## src/logic/cid_pkg.sv

```systemverilog
// shared constants and carriers of the instruction decode subset
package cid_pkg;

	localparam int unsigned CID_DATA_W = 8;
	localparam int unsigned CID_WORD_W = 16;

	// ********************************
	// single opcodes
	// ********************************
	localparam logic [7:0] CID_OP_BRK    = 8'h00;
	localparam logic [7:0] CID_OP_ADD_EXTENDED_E = 8'h08;
	localparam logic [7:0] CID_OP_ADD_EXTENDED_I = 8'h09;
	localparam logic [7:0] CID_OP_ADD_WITH_CARRY_EXTENDED_E = 8'h18;
	localparam logic [7:0] CID_OP_ADD_WITH_CARRY_EXTENDED_I = 8'h19;
	localparam logic [7:0] CID_OP_AND_EXTENDED_E = 8'h58;
	localparam logic [7:0] CID_OP_AND_EXTENDED_I = 8'h59;
	localparam logic [7:0] CID_OP_DA_D   = 8'h40;
	localparam logic [7:0] CID_OP_DA_I   = 8'h41;
	localparam logic [7:0] CID_OP_DEC_D  = 8'h30;
	localparam logic [7:0] CID_OP_DEC_I  = 8'h31;
	localparam logic [7:0] CID_OP_INC_D  = 8'h20;
	localparam logic [7:0] CID_OP_INC_I  = 8'h21;
	localparam logic [7:0] CID_OP_DECREMENT_WORD_D = 8'h80;
	localparam logic [7:0] CID_OP_DECREMENT_WORD_I = 8'h81;
	localparam logic [7:0] CID_OP_INCREMENT_WORD_D = 8'ha0;
	localparam logic [7:0] CID_OP_INCREMENT_WORD_I = 8'ha1;
	localparam logic [7:0] CID_OP_DI     = 8'h8f;
	localparam logic [7:0] CID_OP_EI     = 8'h9f;
	localparam logic [7:0] CID_OP_HALT   = 8'h7f;
	localparam logic [7:0] CID_OP_INTERRUPT_RETURN   = 8'hbf;
	localparam logic [7:0] CID_OP_BITW   = 8'he2;
	localparam logic [7:0] CID_OP_BREV   = 8'hd5;
	localparam logic [7:0] CID_OP_BTJ_R  = 8'hf6;
	localparam logic [7:0] CID_OP_BTJ_I  = 8'hf7;
	localparam logic [7:0] CID_OP_JP_IRR = 8'hc4;

	// ********************************
	// rows and columns of the opcode grid
	// ********************************
	localparam logic [3:0] CID_ROW_ADD  = 4'h0;
	localparam logic [3:0] CID_ROW_ADC  = 4'h1;
	localparam logic [3:0] CID_ROW_AND  = 4'h5;
	localparam logic [3:0] CID_COL_LO   = 4'h2;
	localparam logic [3:0] CID_COL_HI   = 4'h7;
	localparam logic [3:0] CID_COL_DECREMENT_JUMP_NONZERO = 4'ha;
	localparam logic [3:0] CID_COL_JR   = 4'hb;
	localparam logic [3:0] CID_COL_JP   = 4'hd;
	localparam logic [3:0] CID_COL_INC  = 4'he;
	localparam logic [3:0] CID_COL_IR   = 4'h3;

	// ********************************
	// cycle counts
	// ********************************
	localparam logic [2:0] CID_CYC_1 = 3'd1;
	localparam logic [2:0] CID_CYC_2 = 3'd2;
	localparam logic [2:0] CID_CYC_3 = 3'd3;
	localparam logic [2:0] CID_CYC_4 = 3'd4;
	localparam logic [2:0] CID_CYC_5 = 3'd5;
	localparam logic [2:0] CID_CYC_6 = 3'd6;

	// ********************************
	// alu constants
	// ********************************
	localparam logic [7:0] CID_BCD_LO  = 8'h06;
	localparam logic [7:0] CID_BCD_HI  = 8'h60;
	localparam logic [7:0] CID_BCD_MAX = 8'h99;
	localparam logic [3:0] CID_BCD_DIG = 4'h9;
	localparam logic [7:0] CID_POS_MAX = 8'h7f;
	localparam logic [7:0] CID_NEG_MIN = 8'h80;

	typedef enum logic [4:0] {
		CID_NONE, CID_ADD, CID_ADC, CID_AND, CID_BITW, CID_BRK, CID_BREV,
		CID_BTJ, CID_DA, CID_DEC, CID_DECREMENT_WORD, CID_DI, CID_EI, CID_DECREMENT_JUMP_NONZERO,
		CID_HALT, CID_INC, CID_INCREMENT_WORD, CID_INTERRUPT_RETURN, CID_JP, CID_JR
	} cid_cls_e;

	// order matches the flags byte bits 7..2
	typedef struct packed {
		logic c;
		logic z;
		logic s;
		logic v;
		logic d;
		logic h;
	} cid_flags_s;

	typedef struct packed {
		logic [15:0] dst;
		logic [7:0]  src;
		logic [2:0]  bit_sel;
		logic        pol;
		logic [7:0]  disp;
		logic [15:0] pc;
	} cid_opnd_s;

	typedef struct packed {
		cid_cls_e    cls;
		logic [2:0]  fetch;
		logic [2:0]  exec;
		cid_flags_s  fwe;
		cid_flags_s  flags;
		logic [15:0] result;
		logic        res_we;
		logic        pc_load;
		logic [15:0] pc_next;
	} cid_dec_s;

endpackage

```

## src/logic/cid_alu.sv

```systemverilog
// result and flag computation of the decoded instruction
module cid_alu
	import cid_pkg::*;
(
	// operation
	input  wire cid_pkg::cid_cls_e   cls,
	// operands
	input  wire logic [15:0]         a,
	input  wire logic [7:0]          b,
	input  wire logic [2:0]          bit_sel,
	input  wire logic                pol,
	input  wire cid_pkg::cid_flags_s fin,
	// results
	output logic [15:0]              res,
	output cid_pkg::cid_flags_s      fout
);
	logic [8:0]  sum;
	logic [4:0]  hsum;
	logic [7:0]  r8;
	logic [7:0]  adj;
	logic        cin;
	logic        cda;

	always_comb begin
		fout = fin;
		res  = a;
		cin  = (cls == CID_ADC) ? fin.c : 1'b0;
		sum  = {1'b0, a[7:0]} + {1'b0, b} + {8'h00, cin};
		hsum = {1'b0, a[3:0]} + {1'b0, b[3:0]} + {4'h0, cin};
		r8   = a[7:0];
		adj  = 8'h00;
		cda  = fin.c;
		case (cls)
			CID_ADD, CID_ADC: begin
				res    = {8'h00, sum[7:0]};
				fout.c = sum[8];
				fout.h = hsum[4];
				fout.v = (a[7] == b[7]) && (sum[7] != a[7]);
				fout.d = 1'b0;
				fout.z = sum[7:0] == 8'h00;
				fout.s = sum[7];
			end
			CID_AND: begin
				r8 = a[7:0] & b;
				res = {8'h00, r8};
				fout.z = r8 == 8'h00;
				fout.s = r8[7];
				fout.v = 1'b0;
			end
			CID_BITW, CID_BREV: begin
				if (cls == CID_BITW) begin
					r8[bit_sel] = pol;
				end else begin
					r8 = {<<{a[7:0]}};
					fout.c = 1'b0;
				end
				res = {8'h00, r8};
				fout.z = r8 == 8'h00;
				fout.s = r8[7];
				fout.v = 1'b0;
			end
			CID_DA: begin
				if (fin.c || a[7:0] > CID_BCD_MAX) begin
					adj = CID_BCD_HI;
					cda = 1'b1;
				end
				if (fin.h || a[3:0] > CID_BCD_DIG) begin
					adj = adj | CID_BCD_LO;
				end
				r8 = fin.d ? a[7:0] - adj : a[7:0] + adj;
				res = {8'h00, r8};
				fout.c = cda;
				fout.z = r8 == 8'h00;
				fout.s = r8[7];
				fout.v = 1'b0;
			end
			CID_INC, CID_DEC: begin
				r8 = (cls == CID_INC) ? a[7:0] + 8'h01 : a[7:0] - 8'h01;
				res = {8'h00, r8};
				fout.z = r8 == 8'h00;
				fout.s = r8[7];
				fout.v = a[7:0] == ((cls == CID_INC) ? CID_POS_MAX : CID_NEG_MIN);
			end
			CID_INCREMENT_WORD, CID_DECREMENT_WORD: begin
				res = (cls == CID_INCREMENT_WORD) ? a + 16'h0001 : a - 16'h0001;
				fout.z = res == 16'h0000;
				fout.s = res[15];
				fout.v = (cls == CID_INCREMENT_WORD) ? (a == 16'h7fff) : (a == 16'h8000);
			end
			CID_DECREMENT_JUMP_NONZERO: begin
				res = {8'h00, a[7:0] - 8'h01};
			end
			CID_INTERRUPT_RETURN: begin
				fout = cid_flags_s'(b[7:2]);
			end
			default: begin
				res = a;
			end
		endcase
	end

endmodule

```

## src/logic/cid_cond.sv

```systemverilog
// condition code test for conditional jumps
module cid_cond
	import cid_pkg::*;
(
	// condition and flags
	input  wire logic [3:0]          cc,
	input  wire cid_pkg::cid_flags_s fl,
	// result
	output logic                     take
);
	logic t;

	// upper half of the code set is the inverse of the lower half
	always_comb begin
		case (cc[2:0])
			3'd0: t = 1'b0;
			3'd1: t = fl.s ^ fl.v;
			3'd2: t = fl.z | (fl.s ^ fl.v);
			3'd3: t = fl.c | fl.z;
			3'd4: t = fl.v;
			3'd5: t = fl.s;
			3'd6: t = fl.z;
			default: t = fl.c;
		endcase
		take = cc[3] ? ~t : t;
	end

endmodule

```

## src/logic/cid_decode.sv

```systemverilog
// instruction decode, flag effect and cycle count top
module cid_decode
	import cid_pkg::*;
#(
	parameter int unsigned WORD_W = CID_WORD_W
)(
	// clock and reset
	input  wire logic                clk_sys,
	input  wire logic                reset,
	// instruction in
	input  wire logic                op_valid,
	input  wire logic [7:0]          opcode,
	input  wire cid_pkg::cid_opnd_s  opnd,
	input  wire cid_pkg::cid_flags_s flags_in,
	input  wire logic                wake,
	// decode out
	output cid_pkg::cid_dec_s        dec_r,
	output logic                     dec_valid_r,
	output logic                     illegal_r,
	output logic                     gie_r,
	output logic                     halt_r,
	output logic                     brk_r
);
	import cid_pkg::*;

	if (WORD_W != CID_WORD_W) begin : g_chk
		$error("cid_decode serves only a 16-bit word");
	end

	// ************************************************
	// opcode decode
	// ************************************************
	cid_cls_e    cls;
	logic [2:0]  fetch;
	logic [2:0]  exec;
	cid_flags_s  fwe;
	logic        res_we;
	logic        cond;
	logic [3:0]  hi;
	logic [3:0]  lo;
	logic        in_grid;
	logic        cc_take;
	logic        bit_hit;
	logic [15:0] pc_rel;
	logic [15:0] alu_res;
	cid_flags_s  alu_fl;

	assign hi      = opcode[7:4];
	assign lo      = opcode[3:0];
	assign in_grid = (lo >= CID_COL_LO) && (lo <= CID_COL_HI);

	always_comb begin
		cls    = CID_NONE;
		fetch  = CID_CYC_1;
		exec   = CID_CYC_1;
		fwe    = '0;
		res_we = 1'b0;
		cond   = 1'b0;
		if (in_grid && (hi == CID_ROW_ADD || hi == CID_ROW_ADC)) begin
			cls    = (hi == CID_ROW_ADC) ? CID_ADC : CID_ADD;
			fetch  = (lo < CID_COL_IR + 4'h1) ? CID_CYC_2 : CID_CYC_3;
			exec   = lo[0] ? CID_CYC_4 : CID_CYC_3;
			fwe    = '1;
			res_we = 1'b1;
		end else if (in_grid && hi == CID_ROW_AND) begin
			cls    = CID_AND;
			fetch  = (lo < CID_COL_IR + 4'h1) ? CID_CYC_2 : CID_CYC_3;
			exec   = lo[0] ? CID_CYC_4 : CID_CYC_3;
			fwe    = 6'b011100;
			res_we = 1'b1;
		end else if (lo == CID_COL_DECREMENT_JUMP_NONZERO) begin
			cls    = CID_DECREMENT_JUMP_NONZERO;
			fetch  = CID_CYC_2;
			exec   = CID_CYC_3;
			res_we = 1'b1;
		end else if (lo == CID_COL_JR) begin
			cls   = CID_JR;
			fetch = CID_CYC_2;
			exec  = CID_CYC_2;
			cond  = cc_take;
		end else if (lo == CID_COL_JP) begin
			cls   = CID_JP;
			fetch = CID_CYC_3;
			exec  = CID_CYC_2;
			cond  = cc_take;
		end else if (lo == CID_COL_INC) begin
			cls    = CID_INC;
			fetch  = CID_CYC_1;
			exec   = CID_CYC_2;
			fwe    = 6'b011100;
			res_we = 1'b1;
		end else begin
			case (opcode)
				CID_OP_ADD_EXTENDED_E, CID_OP_ADD_EXTENDED_I, CID_OP_ADD_WITH_CARRY_EXTENDED_E, CID_OP_ADD_WITH_CARRY_EXTENDED_I: begin
					cls    = opcode[4] ? CID_ADC : CID_ADD;
					fetch  = CID_CYC_4;
					exec   = CID_CYC_3;
					fwe    = '1;
					res_we = 1'b1;
				end
				CID_OP_AND_EXTENDED_E, CID_OP_AND_EXTENDED_I: begin
					cls    = CID_AND;
					fetch  = CID_CYC_4;
					exec   = CID_CYC_3;
					fwe    = 6'b011100;
					res_we = 1'b1;
				end
				CID_OP_BITW: begin
					cls    = CID_BITW;
					fetch  = CID_CYC_2;
					exec   = CID_CYC_2;
					fwe    = 6'b011100;
					res_we = 1'b1;
				end
				CID_OP_BRK: begin
					cls = CID_BRK;
				end
				CID_OP_BREV: begin
					cls    = CID_BREV;
					fetch  = CID_CYC_2;
					exec   = CID_CYC_2;
					fwe    = 6'b111100;
					res_we = 1'b1;
				end
				CID_OP_BTJ_R, CID_OP_BTJ_I: begin
					cls   = CID_BTJ;
					fetch = CID_CYC_3;
					exec  = opcode[0] ? CID_CYC_4 : CID_CYC_3;
					cond  = bit_hit;
				end
				CID_OP_DA_D, CID_OP_DA_I: begin
					cls    = CID_DA;
					fetch  = CID_CYC_2;
					exec   = opcode[0] ? CID_CYC_3 : CID_CYC_2;
					fwe    = 6'b111100;
					res_we = 1'b1;
				end
				CID_OP_DEC_D, CID_OP_DEC_I, CID_OP_INC_D, CID_OP_INC_I: begin
					cls    = opcode[4] ? CID_DEC : CID_INC;
					fetch  = CID_CYC_2;
					exec   = opcode[0] ? CID_CYC_3 : CID_CYC_2;
					fwe    = 6'b011100;
					res_we = 1'b1;
				end
				CID_OP_DECREMENT_WORD_D, CID_OP_DECREMENT_WORD_I, CID_OP_INCREMENT_WORD_D, CID_OP_INCREMENT_WORD_I: begin
					cls    = opcode[5] ? CID_INCREMENT_WORD : CID_DECREMENT_WORD;
					fetch  = CID_CYC_2;
					exec   = opcode[0] ? CID_CYC_6 : CID_CYC_5;
					fwe    = 6'b011100;
					res_we = 1'b1;
				end
				CID_OP_DI, CID_OP_EI: begin
					cls  = opcode[4] ? CID_EI : CID_DI;
					exec = CID_CYC_2;
				end
				CID_OP_HALT: begin
					cls  = CID_HALT;
					exec = CID_CYC_2;
				end
				CID_OP_INTERRUPT_RETURN: begin
					cls  = CID_INTERRUPT_RETURN;
					exec = CID_CYC_5;
					fwe  = '1;
					cond = 1'b1;
				end
				CID_OP_JP_IRR: begin
					cls   = CID_JP;
					fetch = CID_CYC_2;
					exec  = CID_CYC_3;
					cond  = 1'b1;
				end
				default: begin
					cls = CID_NONE;
				end
			endcase
		end
	end

	// ************************************************
	// datapath helpers
	// ************************************************
	cid_cond u_cond (
		.cc   (hi),
		.fl   (flags_in),
		.take (cc_take)
	);

	cid_alu u_alu (
		.cls     (cls),
		.a       (opnd.dst),
		.b       (opnd.src),
		.bit_sel (opnd.bit_sel),
		.pol     (opnd.pol),
		.fin     (flags_in),
		.res     (alu_res),
		.fout    (alu_fl)
	);

	assign bit_hit = opnd.src[opnd.bit_sel] == opnd.pol;
	assign pc_rel  = opnd.pc + {{8{opnd.disp[7]}}, opnd.disp};

	// ************************************************
	// registered decode
	// ************************************************
	always_ff @(posedge clk_sys) begin
		if (reset) begin
			dec_r       <= '0;
			dec_valid_r <= 1'b0;
			illegal_r   <= 1'b0;
		end else begin
			dec_valid_r <= op_valid;
			illegal_r   <= op_valid && cls == CID_NONE;
			if (op_valid) begin
				dec_r.cls    <= cls;
				dec_r.fetch  <= fetch;
				dec_r.exec   <= exec;
				dec_r.fwe    <= fwe;
				dec_r.flags  <= alu_fl;
				dec_r.result <= alu_res;
				dec_r.res_we <= res_we;
				if (cls == CID_DECREMENT_JUMP_NONZERO) begin
					dec_r.pc_load <= alu_res[7:0] != 8'h00;
				end else begin
					dec_r.pc_load <= cond;
				end
				if (cls == CID_JP || cls == CID_INTERRUPT_RETURN) begin
					dec_r.pc_next <= opnd.dst;
				end else begin
					dec_r.pc_next <= pc_rel;
				end
			end
		end
	end

	// ************************************************
	// global interrupt enable, halt and break
	// ************************************************
	always_ff @(posedge clk_sys) begin
		if (reset) begin
			gie_r <= 1'b0;
		end else if (op_valid && cls == CID_DI) begin
			gie_r <= 1'b0;
		end else if (op_valid && (cls == CID_EI || cls == CID_INTERRUPT_RETURN)) begin
			gie_r <= 1'b1;
		end
	end

	always_ff @(posedge clk_sys) begin
		if (reset) begin
			halt_r <= 1'b0;
		end else if (op_valid && cls == CID_HALT) begin
			halt_r <= 1'b1;
		end else if (wake) begin
			halt_r <= 1'b0;
		end
	end

	always_ff @(posedge clk_sys) begin
		if (reset) begin
			brk_r <= 1'b0;
		end else begin
			brk_r <= op_valid && cls == CID_BRK;
		end
	end
endmodule

```

## config.mk

```make
export PLATFORM = sky130hd
export DESIGN_NAME = cid_decode
export DESIGN_NICKNAME = d
export VERILOG_FILES = /design/src/logic/cid_pkg.sv /design/src/logic/cid_alu.sv /design/src/logic/cid_cond.sv /design/src/logic/cid_decode.sv
export SDC_FILE = /design/constraint.sdc
export NUM_CORES = 1
export LEC_CHECK = 0
export ABC_AREA = 1
export ABC_CLOCK_PERIOD_IN_PS = 7720
export BUFFER_PORTS_ARGS = -buffer_cell sky130_fd_sc_hd__buf_2
export CORE_UTILIZATION = 63
export DETAILED_ROUTE_END_ITERATION = 8
export GPL_ROUTABILITY_DRIVEN = 0
export GPL_TIMING_DRIVEN = 1
export HOLD_SLACK_MARGIN = 0.12
export PLACE_DENSITY = 0.91
export SLEW_MARGIN = 25
export SYNTH_ARGS = -nofsm -noshare
export SYNTH_HDL_FRONTEND = slang
export SYNTH_HIERARCHICAL = 1
export SYNTH_SLANG_ARGS = --single-unit
```

## constraint.sdc

```tcl
create_clock -name clk_sys -period 7.72 [get_ports clk_sys]
set_input_delay 0.772 -clock clk_sys [delete_from_list [all_inputs] [get_ports clk_sys]]
set_output_delay 0.772 -clock clk_sys [all_outputs]
set_load 0.01 [all_outputs]
```

==> metrics.cfg, run 1 <==
[drt]
vias = 9360
vias_per_cell = 6.16
wirelength_um = 24500
firstDrtPassIters = 9
ant_nets = 0
drtIter0Drc = 1615
drc = 3
wl_per_cell_um = 16.1

[synth]
yosysSeqAreaShare = 0.160
synth_area_um2 = 7390
async_flop_share = 0
synth_edf_count = 0
avgSynthCellArea_um2 = 5.88
synthFlopType = dfxtp_1
ys_types = 51
yosys.area.top_type_share = 0.167
syn-num-nets = 1383
synth_cells = 1257
yosys-top-cells-area = nand2_1, dfxtp_1, ha_1
synth_top_cell_by_area = nand2_1
ys_seq_elements = 59
yosys_warnings = 6

[timing]
fmaxAchievable_ghz = 0.203
hold_viol = 0
tightestPinTransition_ns = 0.985
period_minus_slack_ns = 4.93
finalClockSkew_ns = 0
rsz0062_at_grt = no
finalSetupViolCount = 0
slew_headroom = 0.344
fin_tns_setup_ns = 0
fin_crit_sh = 0.639
drv_slew = 0

[clock_tree]
clock_path_buffers = 2
holdBufCountCts = 0
clkTransAtPathRegs_ns = 0.06
cts_sinks = 59
cts_tree = yes
cts_resized = 0
cts_buffers = 9
root_buffer = clkbuf_16
post-cts-setup-buffers = 0
clock_latency_ns = 0.32
cts_htree_levels = 3

[global_routing]
grt_max_degree = 55
grt_pass1_wl_um = 38400
grt_use_total = 0.403
grt_pass1_vias = 8201
antenna_found_initial = 0
grt_remaining_overflow = 0

[power_and_ir_drop]
power.total_mw = 1.33
clkPwrFrac = 0.328
power.leakage_nw = 4.60
p_sw_uw = 524
seqPwrFrac = 0.262
combPwrFrac = 0.409
p_int_uw = 802
swShare = 0.395
power_density_nw_per_um2 = 158
ir_drop_v = 0.000170

[critical_path]
worstSetupPathType = input pin to flip-flop
worstReg2RegStart = dec_r[44]$_SDFFE_PP0P_
cp-end-kind = flip-flop
cp-start-kind = input pin
crit_required_ns = 7.90
crit_arrival_ns = 5.11
ff2ff_path_depth = 3
critPathMaxFanout = 23
worstSetupStartpoint = opcode[6]

[layout]
synthToLayoutAreaGrowth_pct = 13.7
diodes = 0
drive_gt1_frac = 0.166
fin_nets = 1497

[place]
dp_hpwl_um = 18200
io_buffers = 131

[floorplanning]
row_count = 39
die_w_um = 110
chipHeight_um = 110
start_util = 0.647
die-area_um2 = 12200
core_um2 = 11400
ios = 132

[min_path]
hp-start = dec_r[49]$_SDFFE_PP0P_
hold_path_depth = 2
hold_path_class = flip-flop to flip-flop

[run_status]
status = finished, violations left
violations = DRC

[flow_run]
max_cap_viol_count = 0

[cell usage in the layout (no fill, tap or decap), drive strengths merged, types with 5 or more instances in the layout]
master / synthesis / routed
o22ai: 11 / 11
xnor2: 14 / 14
nor4: 11 / 11
clkinv: 1 / 5
dfxtp: 59 / 59
ha: 52 / 52
nand4: 32 / 32
xor2: 17 / 17
nand3b: 5 / 5
nand3: 134 / 134
nand2: 353 / 353
inv: 157 / 158
o21ai: 71 / 71
buf: 9 / 131
a21oi: 80 / 80
clkbuf: 19 / 9
o211ai: 7 / 7
nor2: 170 / 170
nor3: 14 / 14
[critical path, stage by stage]
cell and delay, ns:
buf_2 0.14, inv_1 0.07, nand2_1 0.09, inv_1 0.10, nand3_4 0.26, nand2_1 0.09
nor2_1 0.13, nand4_2 0.11, nand2_2 0.13, inv_1 0.15, nor2_1 0.18, nand3_2 0.42
ha_1 0.54, nand2_1 0.10, o21ai_0 0.30, nand2_1 0.11, nand3_1 0.09, nand2_1 0.07
nand2_1 0.06, o21ai_0 0.09, nor3b_1 0.22, o211ai_1 0.15, nor4_1 0.35, a21oi_1 0.10
o21ai_0 0.18, a21oi_1 0.10
[logic make-up (layout without fill, tap and decap cells)]
family	after synthesis	count (layout)	synth area share
simple gates	728	728	0.451
compound gates	197	197	0.154
buf+inv	186	305	0.0999
flops	59	59	0.160
fa+ha+maj	56	56	0.0988
xor+xnor	31	31	0.0367
[final timing paths]
path,to,slack [ns]
max,dec_r[16]$_SDFFE_PP0P_,2.79
min,dec_r[49]$_SDFFE_PP0P_,0.46
max reg2reg,dec_r[44]$_SDFFE_PP0P_,6.94
min reg2reg,dec_r[49]$_SDFFE_PP0P_,0.46
[flip-flops by register name (all words and copies together), names as in the netlist]
name / flops
dec_valid_r: 1
dec_r: 54
gie_r: 1
brk_r: 1
halt_r: 1
illegal_r: 1
[Yosys cell counts (all sizes together), types with 2 or more instances]
cell / instances
nand2: 353
a22o: 2
a21oi: 80
ha: 52
o22ai: 11
o21bai: 3
o211ai: 7
nand3: 134
nand4: 32
xnor2: 14
nor4: 11
inv: 157
a21o: 4
nand3b: 5
o21ai: 71
a211oi: 4
xor2: 17
or2: 3
o31ai: 2
o221ai: 2
dfxtp: 59
a31oi: 3
o221a: 2
fa: 4
o2111ai: 2
buf: 9
clkbuf: 19
nor2: 170
nor3: 14
nor3b: 2
and3: 3
[stage by stage]
step | hold WS [ns] | area, µm² | cells | util | setup WS, ns
floorplan | 0.490 | 7390 | 1257 | - | 3.57
global placement | 0.453 | 8080 | 1503 | 0.708 | 2.78
detailed placement | 0.456 | 8080 | 1503 | 0.708 | 2.57
CTS | 0.464 | 8410 | 1519 | 0.736 | 2.88
global route | 0.478 | 8410 | 1519 | 0.736 | 2.37
finish | 0.463 | 8410 | 1519 | 0.736 | 2.79
[per-layer routing]
layer,up-vias,GRT usage,part of all wire
met1,4105,0.506,0.39
li1,4390,-,-
met2,681,0.638,0.45
met3,184,0.101,0.11
met4,0,0.204,0.051
met5,-,0,0
[power groups by stage]
stage / logic [mW] / clock network [mW] / registers, mW
6_report: 0.543 / 0.436 / 0.348
5_1_grt: 0.596 / 0.451 / 0.349
4_1_cts: 0.524 / 0.435 / 0.347
3_5_place_dp: 0.518 / 0 / 0.353
3_3_place_gp: 0.508 / 0 / 0.352
2_1_floorplan: 0.359 / 0 / 0.362
[layout make-up]
type                       instances  area, µm²
clock inverter                     7        100
multi-input combinational       1012       5470
timing repair buffer             131        656
fill                             937       3010
clock buffer                       9        225
inverter                         158        593
sequential                        59       1180
tap                              143        179
No activity file was read; power rests on OpenSTA's default activity.
==> run 2, diff against run 1 <==
--- a/config.mk
+++ b/config.mk
@@ -6,14 +6,14 @@
 export NUM_CORES = 1
 export LEC_CHECK = 0
 export ABC_AREA = 1
-export ABC_CLOCK_PERIOD_IN_PS = 7720
+export ABC_CLOCK_PERIOD_IN_PS = 4350
 export BUFFER_PORTS_ARGS = -buffer_cell sky130_fd_sc_hd__buf_2
-export CORE_UTILIZATION = 63
+export CORE_UTILIZATION = 53
 export DETAILED_ROUTE_END_ITERATION = 8
 export GPL_ROUTABILITY_DRIVEN = 0
 export GPL_TIMING_DRIVEN = 1
 export HOLD_SLACK_MARGIN = 0.12
-export PLACE_DENSITY = 0.91
+export PLACE_DENSITY = 0.81
 export SLEW_MARGIN = 25
 export SYNTH_ARGS = -nofsm -noshare
 export SYNTH_HDL_FRONTEND = slang
==> constraint.sdc (replaced) <==
create_clock -name clk_sys -period 4.35 [get_ports clk_sys]
set_input_delay 0.435 -clock clk_sys [delete_from_list [all_inputs] [get_ports clk_sys]]
set_output_delay 0.435 -clock clk_sys [all_outputs]
set_load 0.01 [all_outputs]
==> run 2 against run 1 <==
Compared with the run above:
- the flow now finishes without violations
- power up 78%
- sequential cell count unchanged
- via count down 2.7%
- worst hold slack worse by 0.091 ns
- wire length down 0.80%
- first-iteration DRC count down 41%
- critical path depth unchanged
- core utilization down 9.2 points
- clock power up 79%
- cell count up 3.6%
- sequential share of layout area down 0.36 points
==> metrics.cfg, run 2 (synthesis gave the netlist of run 1 again) <==
[run_status]
status = finished clean

[clock_tree]
clkTransAtPathRegs_ns = 0.05  ; about the same
post-cts-setup-buffers = 0  ; unchanged
clock_latency_ns = 0.33  ; about the same
cts_htree_levels = 3  ; unchanged
root_buffer = clkbuf_16
clock_path_buffers = 2  ; unchanged
holdBufCountCts = 0  ; unchanged
cts_resized = 0  ; unchanged
cts_tree = yes
cts_buffers = 9  ; unchanged
cts_sinks = 59  ; unchanged

[floorplanning]
start_util = 0.552  ; -0.0957
chipHeight_um = 120  ; +8.9%
core_um2 = 13400  ; +17%
ios = 132  ; unchanged
die-area_um2 = 14400  ; +19%
row_count = 42  ; +7.7%
die_w_um = 120  ; +8.9%

[critical_path]
ff2ff_path_depth = 3  ; unchanged
critical-path-max-stage-delay_ns = 0.34  ; -0.20 ns
setup.worst_path.end = dec_r[16]$_SDFFE_PP0P_
cp-end-kind = flip-flop
crit_required_ns = 4.54  ; -3.36 ns
reg2reg_to = dec_r[44]$_SDFFE_PP0P_
worstSetupStartpoint = opcode[1]
cp-start-kind = input pin
worstReg2RegStart = dec_r[44]$_SDFFE_PP0P_
crit_arrival_ns = 4.20  ; -0.91 ns
reg2reg_slack_ns = 3.56  ; -3.38 ns
crit_top_cell = nand2_1
critPathMaxFanout = 7  ; -70%
worstSetupPathType = input pin to flip-flop
slowest_stage = ha_1

[timing]
finalClockSkew_ns = 0  ; unchanged
slew_headroom = 0.383  ; +0.0391
tightestPinTransition_ns = 0.925  ; -0.0600 ns
finalSetupViolCount = 0  ; unchanged
hold_viol = 0  ; unchanged
setup_ws_ns = 0.338  ; -2.45 ns
fin_crit_sh = 0.922
period_minus_slack_ns = 4.01
fmaxAchievable_ghz = 0.249
fin_tns_setup_ns = 0  ; unchanged
drv_slew = 0  ; unchanged

[power_and_ir_drop]
power.leakage_nw = 4.70  ; +2.2%
ir_drop_v = 0.000238  ; +40%
power_density_nw_per_um2 = 274  ; +74%

[layout]
final_cell_mix = nand2_1, nor2_1, inv_1, buf_2, nand3_1
final_cells = 1573  ; +3.6%
drive_gt1_frac = 0.182  ; +0.0154
synthToLayoutAreaGrowth_pct = 16.7
largest_register = dec_r
largest_reg_flops = 54  ; unchanged
fin_nets = 1518  ; +1.4%
diodes = 0  ; unchanged
layout_commonest_cell = nand2_1

[place]
dp_hpwl_um = 19000  ; +4.3%
pre_cts_slack_ns = -0.0111  ; -2.58 ns
io_buffers = 131  ; unchanged
post-place-cells = 1557  ; +3.6%

[drt]
wl_per_cell_um = 15.5  ; -4.2%
drc = 0  ; -3
vias = 9104  ; -2.7%
vias_per_cell = 5.79  ; -6.1%
drtIter0Drc = 954  ; -41%
firstDrtPassIters = 6  ; -3
wirelength_um = 24300  ; -0.80%
ant_nets = 0  ; unchanged

[global_routing]
antenna_found_initial = 0  ; unchanged
grt_pass1_wl_um = 38900  ; +1.4%
grt_pass1_vias = 8224  ; +0.28%
grt_remaining_overflow = 0  ; unchanged
grt_max_degree = 55  ; unchanged
grt_use_total = 0.336  ; -0.0675

[flow_run]
max_cap_viol_count = 0  ; unchanged

[min_path]
hold_path_class = input pin to flip-flop

## run 2: changes by cell type in the layout (fill, tap and decap cells not counted), moves of 2 or more
cell	delta
buf_4	+21
clkbuf_8	+2
clkinv_4	-3
nor2_1	-2
## run 2: metal layers
layer  track usage  routed length (µm)  up-vias  part of all wire
met5             0                   0        -                 0
met4         0.157                1120        0             0.046
met3        0.0722                2390      105             0.098
met2         0.531               10900      523              0.45
met1         0.432                9920     4051              0.41
li1              -                   -     4425                 -
## run 2: worst min path at each step
stage	endpoint	cells past startpoint	from	slack, ns
after global placement	dec_r[47]$_SDFFE_PP0P_	2	dec_r[47]$_SDFFE_PP0P_	0.45
after CTS	halt_r$_SDFFE_PP0P_	4	wake	0.36
final	halt_r$_SDFFE_PP0P_	4	wake	0.37
after global routing	halt_r$_SDFFE_PP0P_	4	wake	0.38
after detailed placement	dec_r[47]$_SDFFE_PP0P_	2	dec_r[47]$_SDFFE_PP0P_	0.45
after floorplan	dec_r[0]$_SDFFE_PP0P_	2	dec_r[0]$_SDFFE_PP0P_	0.49
## run 2: layout make-up
class                           instances  area [µm²]
Clock inverter                          4        72.6
Multi-Input combinational cell       1012        5490
Tap cell                              176         220
Inverter                              158         593
Fill cell                            1307        4770
Timing Repair Buffer                  152         813
Clock buffer                           12         256
Sequential cell                        59        1180
## run 2: critical path: cells and delay by family
family	cells	cell delay (ns)
AOI/OAI and AO/OA	6	0.84
adders and majority gates	1	0.34
buffers and inverters	4	0.57
and+or+nand+nor	15	2.00
## run 2: power by group
group / leakage (nW) / switching (mW) / total (mW) / internal [mW]
logic: 4.05 / 0.622 / 0.969 / 0.347
registers: 0.487 / 0.0281 / 0.617 / 0.589
clock network: 0.159 / 0.249 / 0.781 / 0.531
## run 2: through the flow
stage	utilization	hold WS, ns	cell area [µm²]	power (mW)
after CTS	0.642	0.363	8610	2.34
after global routing	0.644	0.380	8630	2.50
after detailed placement	0.618	0.454	8280	1.56
final	0.644	0.372	8630	2.37
after floorplan	-	0.490	7390	1.28
after global placement	0.618	0.452	8280	1.55
